[config.mk]
export PLATFORM = sky130hd
export DESIGN_NAME = ebl_loader
export DESIGN_NICKNAME = d
export VERILOG_FILES = /design/src/verilog/ebl_loader.v /design/src/verilog/ebl_spi_rd.v
export VERILOG_INCLUDE_DIRS = /design/src /design/src/verilog
export SDC_FILE = /design/constraint.sdc
export NUM_CORES = 1
export LEC_CHECK = 0
export BUFFER_PORTS_ARGS = -buffer_cell sky130_fd_sc_hd__buf_2
export CAP_MARGIN = 5
export CORE_MARGIN = 10
export CORE_UTILIZATION = 60
export CTS_CLUSTER_SIZE = 28
export DETAILED_ROUTE_END_ITERATION = 8
export HOLD_SLACK_MARGIN = 0.15
export PLACE_DENSITY = 0.8
export SLEW_MARGIN = 40
export SYNTH_ARGS = -nofsm -noshare
export SYNTH_HDL_FRONTEND = slang
export SYNTH_SLANG_ARGS = --single-unit
[constraint.sdc]
create_clock -name mclk_i -period 5 [get_ports mclk_i]
set_input_delay 0.75 -clock mclk_i [delete_from_list [all_inputs] [get_ports mclk_i]]
set_output_delay 0.75 -clock mclk_i [all_outputs]
set_load 0.1 [all_outputs]
[src/verilog/ebl_consts.vh]
// Constants for the boot image loader and its serial EEPROM reader.
`ifndef EBL_CONSTS_VH
`define EBL_CONSTS_VH

// Core clock and serial link timing.
`define EBL_CLK_KHZ        25000
`define EBL_SCLK_KHZ       1000
`define EBL_HALF_CYC       (`EBL_CLK_KHZ / (2 * `EBL_SCLK_KHZ))
`define EBL_SS_GAP_NS      100
`define EBL_SS_GAP_CYC     ((`EBL_SS_GAP_NS * (`EBL_CLK_KHZ / 1000) + 999) / 1000)

// Image layout.
`define EBL_SENTINEL       8'hAA
`define EBL_HDR_LAST       4'hF
`define EBL_DESC_LAST      4'h7
`define EBL_FOOT_LAST      4'h7
`define EBL_HDR_ADDR       24'h000000

// Link constants.
`define EBL_SPI_READ_CMD   8'h03
`define EBL_I2C_CHIP_ADDR  7'h50

// Target memory codes and one-hot selects.
`define EBL_MEM_DM0        2'h0
`define EBL_MEM_DM1        2'h1
`define EBL_MEM_PM         2'h2
`define EBL_SEL_DM0        3'h1
`define EBL_SEL_DM1        3'h2
`define EBL_SEL_PM         3'h4

// Boot attempts and failure codes.
`define EBL_MAX_ATTEMPTS   2'h3
`define EBL_PC_NONE        3'h0
`define EBL_PC_SENTINEL    3'h1
`define EBL_PC_HDR_ZERO    3'h2
`define EBL_PC_PLL_CHECK   3'h3
`define EBL_PC_MEM_SEL     3'h4
`define EBL_PC_CHECKSUM    3'h5

`endif

[src/verilog/ebl_loader.v]
// Boot image loader: parses header, data blocks and footer from a serial EEPROM.
//
// Functional notes
// - Header bytes 4,6,8,10 zero; 5,7,9,11 PLL settings; 12-15 speed config.
// - PLL check byte equals feedback divider plus clock output plus input divider.
// - Each block: eight-byte descriptor, then four-byte payload words.
// - Last-block flag set means footer follows; clear means another descriptor.
// - Memory code 0 selects data memory 0, 1 data memory 1, 2 program memory.
// - Payload writing starts at the descriptor's 16-bit base address.
// - Length counts 32-bit payload words; exactly that many are read and written.
// - Jump address is taken only from the block flagged last.
// - Footer is 64-bit sum of header, descriptors and data words, high half first.
// - After download, compare computed and footer checksums; mismatch raises panic.
// - A zero footer checksum disables the comparison.
// - Over I2C only chip address 0x50 is read.
// - Over SPI only the primary slave select is used.
// - Whole boot is tried three times; then software panic and sleep.
// - SPI reads use command 0x03 in mode 3.
`timescale 1ns/1ns
`default_nettype none
`include "ebl_consts.vh"

module ebl_loader (
  input  wire        mclk_i,          // Core clock, 25 MHz
  input  wire        rst_b_i,         // Synchronous reset, active low
  input  wire        boot_start_i,    // Start a self boot, one-cycle pulse
  input  wire        use_i2c_i,       // Boot over I2C when high, SPI when low
  output wire        spi_sclk_o,      // SPI clock
  output wire        spi_mosi_o,      // SPI data out
  output wire        spi_ss_b_o,      // SPI primary slave select, active low
  input  wire        spi_miso_i,      // SPI data in
  output wire        i2c_start_o,     // Open an I2C sequential read
  output wire        i2c_stop_o,      // Close the I2C read
  output wire [6:0]  i2c_chip_o,      // I2C chip address to read
  output wire [23:0] i2c_addr_o,      // I2C start byte address
  output wire        i2c_get_o,       // Request next I2C byte
  input  wire        i2c_rdy_i,       // I2C engine ready for a get
  input  wire [7:0]  i2c_byte_i,      // I2C received byte
  input  wire        i2c_vld_i,       // I2C byte valid pulse
  output wire        mem_we_o,        // Memory write request, held until ack
  output reg  [2:0]  mem_sel_o,       // One-hot target: PM, DM1, DM0
  output reg  [15:0] mem_addr_o,      // Memory word address
  output reg  [31:0] mem_wdata_o,     // Memory write data
  input  wire        mem_ack_i,       // Memory write accepted
  output reg  [7:0]  pll_div_o,       // PLL input divider
  output reg  [7:0]  pll_feedback_divider_o, // PLL feedback divider
  output reg  [7:0]  mclk_out_o,      // Master clock output setting
  output reg  [31:0] speed_cfg_o,     // EEPROM speed configuration
  output reg  [15:0] jump_addr_o,     // Program start address
  output wire        busy_o,          // Boot in progress
  output reg         boot_done_o,     // Image loaded, core may run
  output reg         fail_o,          // One attempt failed, pulse
  output reg  [2:0]  panic_code_o,    // Reason of the latest failure
  output reg         panic_o,         // Software panic after all attempts
  output reg         sleep_o          // Core held in sleep
);

  localparam [10:0] S_IDLE   = 11'h001;
  localparam [10:0] S_HSTART = 11'h002;
  localparam [10:0] S_HDR    = 11'h004;
  localparam [10:0] S_GAP    = 11'h008;
  localparam [10:0] S_BSTART = 11'h010;
  localparam [10:0] S_DESC   = 11'h020;
  localparam [10:0] S_DATA   = 11'h040;
  localparam [10:0] S_WR     = 11'h080;
  localparam [10:0] S_FOOT   = 11'h100;
  localparam [10:0] S_CHK    = 11'h200;
  localparam [10:0] S_FAIL   = 11'h400;

  reg [10:0] st_q;
  reg        i2c_q;
  reg        pend_q;
  reg [3:0]  bc_q;
  reg [31:0] wd_q;
  reg [23:0] fa_q;
  reg [7:0]  chk_q;
  reg        last_q;
  reg [15:0] left_q;
  reg [63:0] sum_q;
  reg [63:0] foot_q;
  reg [1:0]  att_q;
  reg        gap_hdr_q;

  wire        spi_rdy;
  wire [7:0]  spi_byte;
  wire        spi_vld;
  wire        src_rdy  = i2c_q ? i2c_rdy_i  : spi_rdy;
  wire        src_vld  = i2c_q ? i2c_vld_i  : spi_vld;
  wire [7:0]  src_byte = i2c_q ? i2c_byte_i : spi_byte;
  wire [31:0] wd_n     = {wd_q[23:0], src_byte};
  wire        fetch    = (st_q == S_HDR) || (st_q == S_DESC) || (st_q == S_DATA) ||
                         (st_q == S_FOOT);
  wire        get      = fetch && !pend_q && src_rdy;
  wire        start    = (st_q == S_HSTART) || (st_q == S_BSTART);
  // A failed attempt also releases the link, so a final panic never leaves the select low.
  wire        stop     = (st_q == S_GAP) || (st_q == S_CHK) || (st_q == S_FAIL);
  wire [23:0] rd_addr  = (st_q == S_HSTART) ? `EBL_HDR_ADDR : fa_q;
  wire        word_end = (bc_q[1:0] == 2'h3);

  assign busy_o      = (st_q != S_IDLE);
  assign mem_we_o    = (st_q == S_WR);
  assign i2c_chip_o  = `EBL_I2C_CHIP_ADDR;
  assign i2c_start_o = i2c_q && start;
  assign i2c_stop_o  = i2c_q && stop;
  assign i2c_addr_o  = rd_addr;
  assign i2c_get_o   = i2c_q && get;

  ebl_spi_rd u_spi (
    .mclk_i  (mclk_i),
    .rst_b_i (rst_b_i),
    .start_i (!i2c_q && start),
    .stop_i  (!i2c_q && stop),
    .addr_i  (rd_addr),
    .get_i   (!i2c_q && get),
    .miso_i  (spi_miso_i),
    .rdy_o   (spi_rdy),
    .byte_o  (spi_byte),
    .vld_o   (spi_vld),
    .sclk_o  (spi_sclk_o),
    .mosi_o  (spi_mosi_o),
    .ss_b_o  (spi_ss_b_o)
  );

  always @(posedge mclk_i) begin
    if (!rst_b_i) begin
      st_q        <= S_IDLE;
      i2c_q       <= 1'b0;
      pend_q      <= 1'b0;
      bc_q        <= 4'h0;
      wd_q        <= 32'h00000000;
      fa_q        <= 24'h000000;
      chk_q       <= 8'h00;
      last_q      <= 1'b0;
      left_q      <= 16'h0000;
      sum_q       <= 64'h0000000000000000;
      foot_q      <= 64'h0000000000000000;
      att_q       <= 2'h0;
      gap_hdr_q   <= 1'b0;
      mem_sel_o   <= `EBL_SEL_DM0;
      mem_addr_o  <= 16'h0000;
      mem_wdata_o <= 32'h00000000;
      pll_div_o   <= 8'h00;
      pll_feedback_divider_o <= 8'h00;
      mclk_out_o  <= 8'h00;
      speed_cfg_o <= 32'h00000000;
      jump_addr_o <= 16'h0000;
      boot_done_o <= 1'b0;
      fail_o      <= 1'b0;
      panic_code_o <= `EBL_PC_NONE;
      panic_o     <= 1'b0;
      sleep_o     <= 1'b0;
    end else begin
      fail_o <= 1'b0;
      if (get) begin
        pend_q <= 1'b1;
      end else if (src_vld) begin
        pend_q <= 1'b0;
      end
      if (fetch && src_vld) begin
        wd_q <= wd_n;
        bc_q <= bc_q + 4'h1;
        // Header, descriptors and payload all feed the running sum.
        if (word_end && (st_q != S_FOOT)) begin
          sum_q <= sum_q + {32'h00000000, wd_n};
        end
      end
      case (st_q)
        S_IDLE: begin
          if (boot_start_i) begin
            i2c_q       <= use_i2c_i;
            att_q       <= 2'h0;
            boot_done_o <= 1'b0;
            panic_o     <= 1'b0;
            sleep_o     <= 1'b0;
            panic_code_o <= `EBL_PC_NONE;
            st_q        <= S_HSTART;
          end
        end
        S_HSTART: begin
          sum_q  <= 64'h0000000000000000;
          bc_q   <= 4'h0;
          pend_q <= 1'b0;
          st_q   <= S_HDR;
        end
        S_HDR: begin
          if (src_vld) begin
            case (bc_q)
              4'h0: begin
                if (src_byte != `EBL_SENTINEL) begin
                  panic_code_o <= `EBL_PC_SENTINEL;
                  st_q <= S_FAIL;
                end
              end
              4'h1, 4'h2, 4'h3: fa_q <= {fa_q[15:0], src_byte};
              4'h4, 4'h6, 4'h8, 4'hA: begin
                if (src_byte != 8'h00) begin
                  panic_code_o <= `EBL_PC_HDR_ZERO;
                  st_q <= S_FAIL;
                end
              end
              4'h5: pll_div_o <= src_byte;
              4'h7: pll_feedback_divider_o <= src_byte;
              4'h9: chk_q <= src_byte;
              4'hB: begin
                mclk_out_o <= src_byte;
                if (chk_q != (pll_div_o + pll_feedback_divider_o + src_byte)) begin
                  panic_code_o <= `EBL_PC_PLL_CHECK;
                  st_q <= S_FAIL;
                end
              end
              default: begin
                speed_cfg_o <= {speed_cfg_o[23:0], src_byte};
                if (bc_q == `EBL_HDR_LAST) begin
                  gap_hdr_q <= 1'b0;
                  bc_q <= 4'h0;
                  st_q <= S_GAP;
                end
              end
            endcase
          end
        end
        S_GAP: begin
          // Select stays released long enough to end the previous read cleanly.
          bc_q <= bc_q + 4'h1;
          if (bc_q >= (`EBL_SS_GAP_CYC - 1)) begin
            bc_q <= 4'h0;
            st_q <= gap_hdr_q ? S_HSTART : S_BSTART;
          end
        end
        S_BSTART: begin
          bc_q <= 4'h0;
          st_q <= S_DESC;
        end
        S_DESC: begin
          if (src_vld) begin
            if (bc_q == 4'h3) begin
              last_q     <= wd_n[31];
              mem_addr_o <= wd_n[15:0];
              case (wd_n[17:16])
                `EBL_MEM_DM0: mem_sel_o <= `EBL_SEL_DM0;
                `EBL_MEM_DM1: mem_sel_o <= `EBL_SEL_DM1;
                `EBL_MEM_PM:  mem_sel_o <= `EBL_SEL_PM;
                default: begin
                  panic_code_o <= `EBL_PC_MEM_SEL;
                  st_q <= S_FAIL;
                end
              endcase
            end
            if (bc_q == `EBL_DESC_LAST) begin
              left_q <= wd_n[31:16];
              if (last_q) begin
                jump_addr_o <= wd_n[15:0];
              end
              bc_q <= 4'h0;
              if (wd_n[31:16] != 16'h0000) begin
                st_q <= S_DATA;
              end else begin
                st_q <= last_q ? S_FOOT : S_DESC;
              end
            end
          end
        end
        S_DATA: begin
          if (src_vld && word_end) begin
            mem_wdata_o <= wd_n;
            bc_q <= 4'h0;
            st_q <= S_WR;
          end
        end
        S_WR: begin
          // No byte is fetched here, so parsing waits on the memory.
          if (mem_ack_i) begin
            mem_addr_o <= mem_addr_o + 16'h0001;
            left_q <= left_q - 16'h0001;
            if (left_q == 16'h0001) begin
              st_q <= last_q ? S_FOOT : S_DESC;
            end else begin
              st_q <= S_DATA;
            end
          end
        end
        S_FOOT: begin
          if (src_vld) begin
            foot_q <= {foot_q[55:0], src_byte};
            if (bc_q == `EBL_FOOT_LAST) begin
              st_q <= S_CHK;
            end
          end
        end
        S_CHK: begin
          if ((foot_q == 64'h0000000000000000) || (foot_q == sum_q)) begin
            boot_done_o <= 1'b1;
            st_q <= S_IDLE;
          end else begin
            panic_code_o <= `EBL_PC_CHECKSUM;
            st_q <= S_FAIL;
          end
        end
        S_FAIL: begin
          fail_o <= 1'b1;
          bc_q <= 4'h0;
          if (att_q == (`EBL_MAX_ATTEMPTS - 2'h1)) begin
            panic_o <= 1'b1;
            sleep_o <= 1'b1;
            gap_hdr_q <= 1'b0;
            st_q <= S_IDLE;
          end else begin
            att_q <= att_q + 2'h1;
            gap_hdr_q <= 1'b1;
            st_q <= S_GAP;
          end
        end
        default: st_q <= S_IDLE;
      endcase
    end
  end

endmodule // ebl_loader

`default_nettype wire

[src/verilog/ebl_spi_rd.v]
// SPI mode 3 sequential-read engine for the boot EEPROM.
`timescale 1ns/1ns
`default_nettype none
`include "ebl_consts.vh"

module ebl_spi_rd (
  input  wire        mclk_i,   // Core clock
  input  wire        rst_b_i,  // Synchronous reset, active low
  input  wire        start_i,  // Open a read at addr_i
  input  wire        stop_i,   // Deselect and abort
  input  wire [23:0] addr_i,   // Start byte address
  input  wire        get_i,    // Fetch the next byte
  input  wire        miso_i,   // Serial data in
  output wire        rdy_o,    // Ready for a get
  output reg  [7:0]  byte_o,   // Received byte
  output reg         vld_o,    // Byte valid pulse
  output reg         sclk_o,   // Serial clock, idles high
  output reg         mosi_o,   // Serial data out
  output reg         ss_b_o    // Primary slave select, active low
);

  reg [31:0] sh_q;
  reg [5:0]  n_q;
  reg        act_q;
  reg        txm_q;
  reg [7:0]  rx_q;
  reg [4:0]  dv_q;

  assign rdy_o = !ss_b_o && !act_q;

  always @(posedge mclk_i) begin
    if (!rst_b_i) begin
      sh_q   <= 32'h00000000;
      n_q    <= 6'h00;
      act_q  <= 1'b0;
      txm_q  <= 1'b0;
      rx_q   <= 8'h00;
      dv_q   <= 5'h00;
      byte_o <= 8'h00;
      vld_o  <= 1'b0;
      sclk_o <= 1'b1;
      mosi_o <= 1'b0;
      ss_b_o <= 1'b1;
    end else begin
      vld_o <= 1'b0;
      if (stop_i) begin
        ss_b_o <= 1'b1;
        act_q  <= 1'b0;
        sclk_o <= 1'b1;
        dv_q   <= 5'h00;
      end else if (start_i) begin
        // Command and address go out once, then bytes stream on request.
        ss_b_o <= 1'b0;
        sh_q   <= {`EBL_SPI_READ_CMD, addr_i};
        n_q    <= 6'h20;
        act_q  <= 1'b1;
        txm_q  <= 1'b1;
        dv_q   <= 5'h00;
      end else if (get_i && rdy_o) begin
        n_q   <= 6'h08;
        act_q <= 1'b1;
        txm_q <= 1'b0;
        dv_q  <= 5'h00;
      end else if (act_q) begin
        if (dv_q == (`EBL_HALF_CYC - 1)) begin
          dv_q <= 5'h00;
          if (sclk_o) begin
            // Mode 3: drive on the falling edge, sample on the rising edge.
            sclk_o <= 1'b0;
            mosi_o <= sh_q[31];
            sh_q   <= {sh_q[30:0], 1'b0};
          end else begin
            sclk_o <= 1'b1;
            rx_q   <= {rx_q[6:0], miso_i};
            n_q    <= n_q - 6'h01;
            if (n_q == 6'h01) begin
              act_q <= 1'b0;
              if (!txm_q) begin
                byte_o <= {rx_q[6:0], miso_i};
                vld_o  <= 1'b1;
              end
            end
          end
        end else begin
          dv_q <= dv_q + 5'h01;
        end
      end
    end
  end

endmodule // ebl_spi_rd

`default_nettype wire
==> metrics.yaml, run 1 <==
global_route:
  grt_max_degree: 188
  grt_util_met2_pct: 46.3
  gr-usage-met3_pct: 6.27
  use_met1_pct: 36.5
  grt-ovfl-total: 0
  grt_usage_pct: 28.6
  first_global_vias: 17600
  top_usage_layer: "met2"
  grt_pass1_wl_um: 97000
  antenna_found_initial: 0
logic_synthesis:
  ys_async_sr_fraction_pct: 0
  syn_area_um2: 20300
  synth-seq-cells: 414
  synth_top_cell_area_share_pct: 40.9
  synth_edf_count: 0
  synth_largest_area_cell: "dfxtp_1"
  ys_types: 81
  postSynthAreaPerCell_um2: 8.06
  yosysSeqAreaShare_pct: 40.9
  synthFlopType: "dfxtp_1"
  ys_top_cells_by_area: "dfxtp_1, nand2_1, a21oi_1, nor2_1, xor2_1"
  ys_warn_count: 0
  synth_cells: 2515
drt:
  drt_pre_antenna_iters: 8
  route.detailed.drc: 0
  drt_iter0_markers: 1544
  wire_per_inst_um: 20.0
  wl_um: 61700
  vias_per_cell: 6.14
  vias: 19000
  drtAntennaViolNets: 0
die:
  io_pins: 185
  fp.dieW_um: 204
  die_h_um: 204
  dieArea_um2: 41500
  fp-row-count: 67
  start_util_pct: 60.6
  coreArea_um2: 33400
setup_path:
  ff2ff_setup_slack_ns: 0.88
  arrival_ns: 4.59
  critPathKind: "reg -> reg"
  cp_max_fo: 32
  reg2regPathDepth: 15
  end_kind: "flip-flop"
  r2r_end: "sum_q[62]"
  worstSetupStartpointType: "flip-flop"
  r2r-start: "i2c_q"
  worstPathRequired_ns: 5.47
clock_tree:
  cts_sinks: 414
  ctsHoldBuffers: 0
  insertion_delay_ns: 0.57
  postCtsSetupBuffers: 0
  cts_buffers: 43
  cts_resized: 0
  ctsLongestPathBuffers: 3
  clk_pin_slew_ns: 0.06
  root_buffer: "clkbuf_16"
  cts_tree: "built"
  htreeDepth: 2
timing:
  setup_viol: 0
  hold_viol: 0
  timing.final.crit_period_ns: 4.12
  maxSlewHeadroom_pct: 37.7
  tns_ns: 0
  report.final.slew_viol_count: 0
  timing.fmax_mhz: 243
  tightestPinTransition_ns: 0.935
  rsz0062_at_grt: "no"
  period_share_pct: 82.4
  finClkSkew_ns: 0.0222
final_layout:
  drive_above_1_share_pct: 13.0
  n_fill_cell: 2762
  diodes: 0
  fin_nets: 2688
  area_growth_pct: 12.9
  postLayoutCoreUtil_pct: 68.4
min_path:
  whs_endpoint: "u_spi.byte_o[0]"
  hold_path_class: "in -> reg"
  hold_depth: 3
  min_from: "spi_miso_i"
placement:
  port_buffers: 177
  gp_congestion: 0.958
  hpwl_um: 43300
pwr:
  cellPowerDensity_nw_per_um2: 310
  p_leak_nw: 8.98
  irDropWorstVdd_v: 0.000253
outcome:
  outcome: "complete, no violations"
run:
  maxCapViolCount: 0
kinds of logic (layout without fill, tap and decap cells):
logic type | after synthesis | count (layout) | synth area share [%]
multiplexers | 55 | 55 | 2.72
flip-flops | 414 | 414 | 40.9
other | 2 | 7 | 0.0371
AND/OR/NAND/NOR | 1021 | 1021 | 23.7
adder cells (fa/ha/maj) | 62 | 62 | 4.16
XOR/XNOR | 132 | 132 | 5.71
AO/OA/AOI/OAI | 620 | 620 | 18.5
buffers and inverters | 209 | 327 | 4.30
critical path, cell delays in order (launching register included):
cell	delay, ns
dfxtp_1	0.33
buf_4	0.22
mux2i_2	0.64
inv_1	0.17
ha_1	0.26
inv_1	0.07
fa_1	0.17
nand2b_1	0.15
a21oi_1	0.10
o21ai_0	0.29
o22ai_1	0.20
a211oi_1	0.63
o21a_1	0.19
buf_4	0.29
nor4_1	0.10
o21a_1	0.17
synthesized netlist by cell type, types with 5 or more instances:
master    number
a211oi_1      87
a21o_1        19
a21oi_1      290
a22oi_1       11
a31oi_1       15
and2_1        10
and3_1        25
and4_1         6
and4b_1        5
buf_2          9
buf_4          8
buf_6          6
clkbuf_1     143
dfxtp_1      414
fa_1           9
ha_1          53
inv_1         36
mux2i_1       54
nand2_1      418
nand2b_1      11
nand3_1       57
nand3b_1       5
nand4_1       30
nand4b_1       8
nor2_1       262
nor2b_1       32
nor3_1        38
nor3b_1        7
nor4_1        54
nor4_2         6
o21a_1        12
o21ai_0       92
o21ai_1        9
o21bai_1       9
o221a_2        9
o22ai_1       10
o31ai_1       19
or2_2          6
or4_1         18
xnor2_1       50
xor2_1        82
metrics by stage:
stage	std cells	instance area, um^2	power (mW)	hold WS [ns]	setup slack (ns)
4_1_cts	3085	22900	7.11	0.424	0.971
5_1_grt	3086	22900	7.28	0.460	0.525
3_5_place_dp	3012	21400	3.87	0.443	0.756
6_report	3086	22900	7.09	0.434	0.881
2_1_floorplan	2520	20300	3.76	0.422	0.853
3_3_place_gp	3012	21400	3.86	0.435	0.852
per-layer routing:
metal  part of all wire, %  vias to the layer above
met5                     0                        -
met4                   3.3                        0
met3                   8.5                      132
met2                    46                      783
met1                    42                     9045
li1                      -                     9003
cell type report:
cell class                      instances  area (um^2)  area share [%]
Clock buffer                           64         1280            5.58
Inverter                               39          154           0.673
Multi-Input combinational cell       1897        11300            49.2
Sequential cell                       414         8290            36.2
Clock inverter                          9          148           0.645
Timing Repair Buffer                  215         1200            5.26
Tap cell                              448          561            2.45
state kept, by name, indices dropped and copies added (netlist names), 11 cells and up:
register,count
foot_q,64
sum_q,64
mem_wdata_o,32
speed_cfg_o,32
u_spi.sh_q,32
fa_q,24
wd_q,24
jump_addr_o,16
left_q,16
mem_addr_o,16
st_q,11
power breakdown:
group          internal [mW]  leakage, nW  switching, mW  total [mW]
Clock                   1.96        0.697           1.32        3.28
Sequential              3.33         3.33         0.0310        3.36
Combinational          0.123         4.95          0.322       0.445
cells in the final DEF, fill, tap and decap left out, drive strengths merged, types with 7 or more instances in the layout:
cell    netlist  final
clkbuf      143     64
ha           53     53
nor2        263    263
xor2         82     82
o31ai        19     19
a21o         19     19
nand3        58     58
a211oi       88     88
nand4        30     30
a31oi        16     16
and3         25     25
nand4b        8      8
inv          39     39
buf          27    215
a21oi       290    290
nand2       419    419
nor2b        32     32
a22oi        11     11
o22ai        10     10
or4          20     20
o21a         12     12
o21ai       101    101
xnor2        50     50
nor3b         7      7
nor3         40     40
o21bai        9      9
nand2b       11     11
and2         12     12
fa            9      9
mux2i        54     54
conb          2      7
o221a         9      9
dfxtp       414    414
nor4         61     61
worst max path at each step:
stage	start	endpoint	slack [ns]
after floorplan	i2c_byte_i[1]	sum_q[37]	0.85
after global placement	i2c_byte_i[0]	sum_q[60]	0.85
after detailed placement	i2c_byte_i[0]	sum_q[62]	0.76
after CTS	i2c_q	sum_q[62]	0.97
after global routing	i2c_q	sum_q[58]	0.53
final	i2c_q	sum_q[62]	0.88
No activity file was read; power rests on OpenSTA's default activity.
==> run 2, diff against run 1 <==
==> constraint.sdc (replaced) <==
create_clock -name mclk_i -period 4.2 [get_ports mclk_i]
set_input_delay 0.63 -clock mclk_i [delete_from_list [all_inputs] [get_ports mclk_i]]
set_output_delay 0.63 -clock mclk_i [all_outputs]
set_load 0.1 [all_outputs]
==> run 2 against run 1 <==
Clock power increased by 26%. Power increased by 22%. Sequential cell count unchanged. Global-route usage decreased by 0.16 points. Wire length decreased by 0.83%. Combinational power increased by 20%. Design area increased by 0.73%. First-iteration DRC count increased by 4.5%. Critical path depth decreased by 9. Final cell count increased by 0.32%. Die area unchanged. Critical endpoint is now i2c_stop_o. Largest cell class unchanged.
==> metrics.yaml, run 2 (synthesized netlist as in run 1, its figures left out) <==
final_layout:
  diodes: 0  # unchanged
  multi_input_area_um2: 11300  # about the same
  seq_area_um2: 8290  # unchanged
  layout_common_cells: "nand2_1, dfxtp_1, a21oi_1, nor2_1, buf_2"  # unchanged
  area_growth_pct: 13.8  # was 12.9%
  drive_above_1_share_pct: 13.4  # was 13.0%
  mostFrequentLayoutCell: "nand2_1"  # unchanged
  largestRegisters: "foot_q (64), sum_q (64)"  # unchanged
  n_fill_cell: 2696  # was 2762
  fin_nets: 2699  # was 2688
  postLayoutCoreUtil_pct: 68.9  # was 68.4%
global_route:
  grt_max_degree: 121  # was 188
  grt-ovfl-total: 0  # unchanged
  grt_usage_pct: 28.4  # was 28.6%
  first_global_vias: 18100  # was 17600
  grt_pass1_wl_um: 97500  # was 97000 um
  antenna_found_initial: 0  # unchanged
timing:
  hold_viol: 0  # unchanged
  period_share_pct: 93.9
  rsz0062_at_grt: "no"  # unchanged
  finClkSkew_ns: 0.0197  # was 0.0222 ns
  timing.fmax_mhz: 254
  timing.final.crit_period_ns: 3.94
  setup_viol: 0  # unchanged
  report.final.slew_viol_count: 0  # unchanged
  maxSlewHeadroom_pct: 47.2  # was 37.7%
  tns_ns: 0  # unchanged
  tightestPinTransition_ns: 0.781  # was 0.935 ns
  fin_ws_ns: 0.255  # was 0.881 ns
  worst_hold_slack_ns: 0.347  # was 0.434 ns
pwr:
  power.share.clock_pct: 47.6  # was 46.3%
  switchingPower_mw: 2.00  # was 1.67 mW
  p_sw_share_pct: 23.1  # was 23.6%
  p_int_mw: 6.65  # was 5.42 mW
  p_leak_nw: 9.10  # was 8.98 nW
  seq_power_share_pct: 46.3  # was 47.4%
  irDropWorstVdd_v: 0.000293  # was 0.000253 V
  power_mw: 8.65  # was 7.09 mW
  cellPowerDensity_nw_per_um2: 375  # was 310 nW/um^2
  comb_power_share_pct: 6.2  # was 6.3%
setup_path:
  worstPathCellList: "or3_4 > or4_4 > nor4b_1 > nor3_1 > nor2b_1 > buf_2"  # was buf_4 > mux2i_2 > inv_1 > ha_1 > inv_1 > fa_1 > nand2b_1 > a21oi_1 > o21ai_0 > o22ai_1 > a211oi_1 > o21a_1 > buf_4 > nor4_1 > o21a_1
  arrival_ns: 3.31  # was 4.59 ns
  cpMaxStageDelayCell: "nor4b_1"  # was mux2i_2
  critPathKind: "reg -> out"  # was reg -> reg
  reg2regPathDepth: 15  # unchanged
  cp_slowest_stage_delay_ns: 0.68  # was 0.64 ns
  r2r-start: "i2c_q"  # unchanged
  cp_max_fo: 6  # was 32
  worstSetupStartpointType: "flip-flop"  # unchanged
  path_buf_inv: 1  # was 4
  worstPathRequired_ns: 3.57  # was 5.47 ns
  end_kind: "output pin"  # was flip-flop
  cp_top_family: "simple AND/OR/NAND/NOR gates"  # was compound AO/OA/AOI/OAI gates
  crit_cells: 6  # was 15
  ff2ff_setup_slack_ns: 0.27  # was 0.88 ns
  r2r_end: "st_q[8]"  # was sum_q[62]
clock_tree:
  cts_sinks: 414  # unchanged
  htreeDepth: 2  # unchanged
  ctsLongestPathBuffers: 3  # unchanged
  clk_pin_slew_ns: 0.06  # about the same
  ctsHoldBuffers: 0  # unchanged
  insertion_delay_ns: 0.55  # was 0.57 ns
  cts_buffers: 44  # was 43
  root_buffer: "clkbuf_16"  # unchanged
  cts_tree: "built"  # unchanged
  postCtsSetupBuffers: 0  # unchanged
die:
  fp-row-count: 67  # unchanged
  coreArea_um2: 33400  # unchanged
  die_h_um: 204  # unchanged
  io_pins: 185  # unchanged
  fp.dieW_um: 204  # unchanged
  dieArea_um2: 41500  # unchanged
  start_util_pct: 60.6  # unchanged
drt:
  route.detailed.drc: 0  # unchanged
  wl_um: 61200  # was 61700 um
  drt_iter0_markers: 1614  # was 1544
  wl_met2_um: 28000  # was 28600 um
  met3WireLength_um: 5480  # was 5250 um
  drt_pre_antenna_iters: 5  # was 8
  vias: 18900  # was 19000
  highest_layer: "met4"  # unchanged
  wire_per_inst_um: 19.8  # was 20.0 um
  vias_per_cell: 6.09  # was 6.14
  drtAntennaViolNets: 0  # unchanged
  met1_length_um: 25300  # was 25800 um
placement:
  gp_congestion: 0.977  # was 0.958
  hpwl_um: 43900  # was 43300 um
  dpl_worst_slack_ns: 0.211  # was 0.756 ns
  port_buffers: 177  # unchanged
min_path:
  hold_depth: 3  # unchanged
  min_from: "spi_miso_i"  # unchanged
  hold_path_class: "in -> reg"  # unchanged
  whs_endpoint: "u_spi.byte_o[0]"  # unchanged
outcome:
  outcome: "complete, no violations"  # unchanged
run:
  maxCapViolCount: 0  # unchanged
[run 2: cell types whose count changed in the layout (fill, tap and decap cells not counted), moves of 2 or more]
cell / previous run / this run
and3_1: 23 / 25
buf_4: 36 / 46
bufinv_16: 4 / 7
or2_4: 0 / 2
or2_2: 6 / 4
clkbuf_1: 11 / 6
and3_2: 2 / 0
[run 2: power by group through the flow]
stage | clock [mW] | combinational [mW] | sequential [mW]
after floorplan | 0 | 0.390 | 4.08
after global placement | 0 | 0.509 | 4.09
after detailed placement | 0 | 0.525 | 4.09
after CTS | 4.14 | 0.528 | 4.00
after global routing | 4.30 | 0.576 | 4.01
final | 4.12 | 0.535 | 4.00
[run 2: through the flow]
step | cells | cell area [um^2]
global route | 3096 | 23000
finish | 3096 | 23000
detailed placement | 3023 | 21500
floorplan | 2520 | 20300
CTS | 3096 | 23000
global placement | 3022 | 21500
[run 2: area by class of cell]
type	instances	share of cell area, %
multi-input cells	1897	48.8
flip-flops and latches	414	36.0
repair buffers	225	5.55
clock buffers	60	5.52
well taps	448	2.43
clock inverters	13	1.06
inverters	39	0.668
[run 2: repair_timing]
| item | CTS | global route |
|---|---|---|
| gates resized for setup | 0 | 1 |
| setup endpoints to repair | 0 | 13 |
| endpoints found under the hold margin | 0 | 0 |
[run 2: how the worst max path moves through the flow]
stage,from,to,slack (ns)
after detailed placement,i2c_byte_i[1],st_q[8],0.21
final,st_q[1],i2c_stop_o,0.26
after floorplan,i2c_byte_i[1],sum_q[37],0.17
after CTS,st_q[1],i2c_stop_o,0.26
after global placement,i2c_byte_i[1],st_q[8],0.30
after global routing,i2c_q,sum_q[36],0.03
[run 2: worst reg2reg max path, stage by stage, from the launching register on]
cell and delay, ns:
dfxtp_1 0.40, buf_4 0.23, mux2i_2 0.33, buf_4 0.29, fa_1 0.20, inv_1 0.04
ha_1 0.20, fa_1 0.41, a21o_1 0.19, a21oi_1 0.20, o21ai_0 0.14, xnor2_1 0.14
nand4b_1 0.14, nand4_1 0.27, or3b_2 0.52, a21oi_1 0.16
[run 2: metal layers]
| metal | GRT usage, % | vias to the layer above |
|---|---|---|
| met5 | 0 | - |
| li1 | - | 9017 |
| met1 | 36.1 | 8898 |
| met4 | 11.3 | 0 |
| met3 | 7.01 | 165 |
| met2 | 45.7 | 788 |
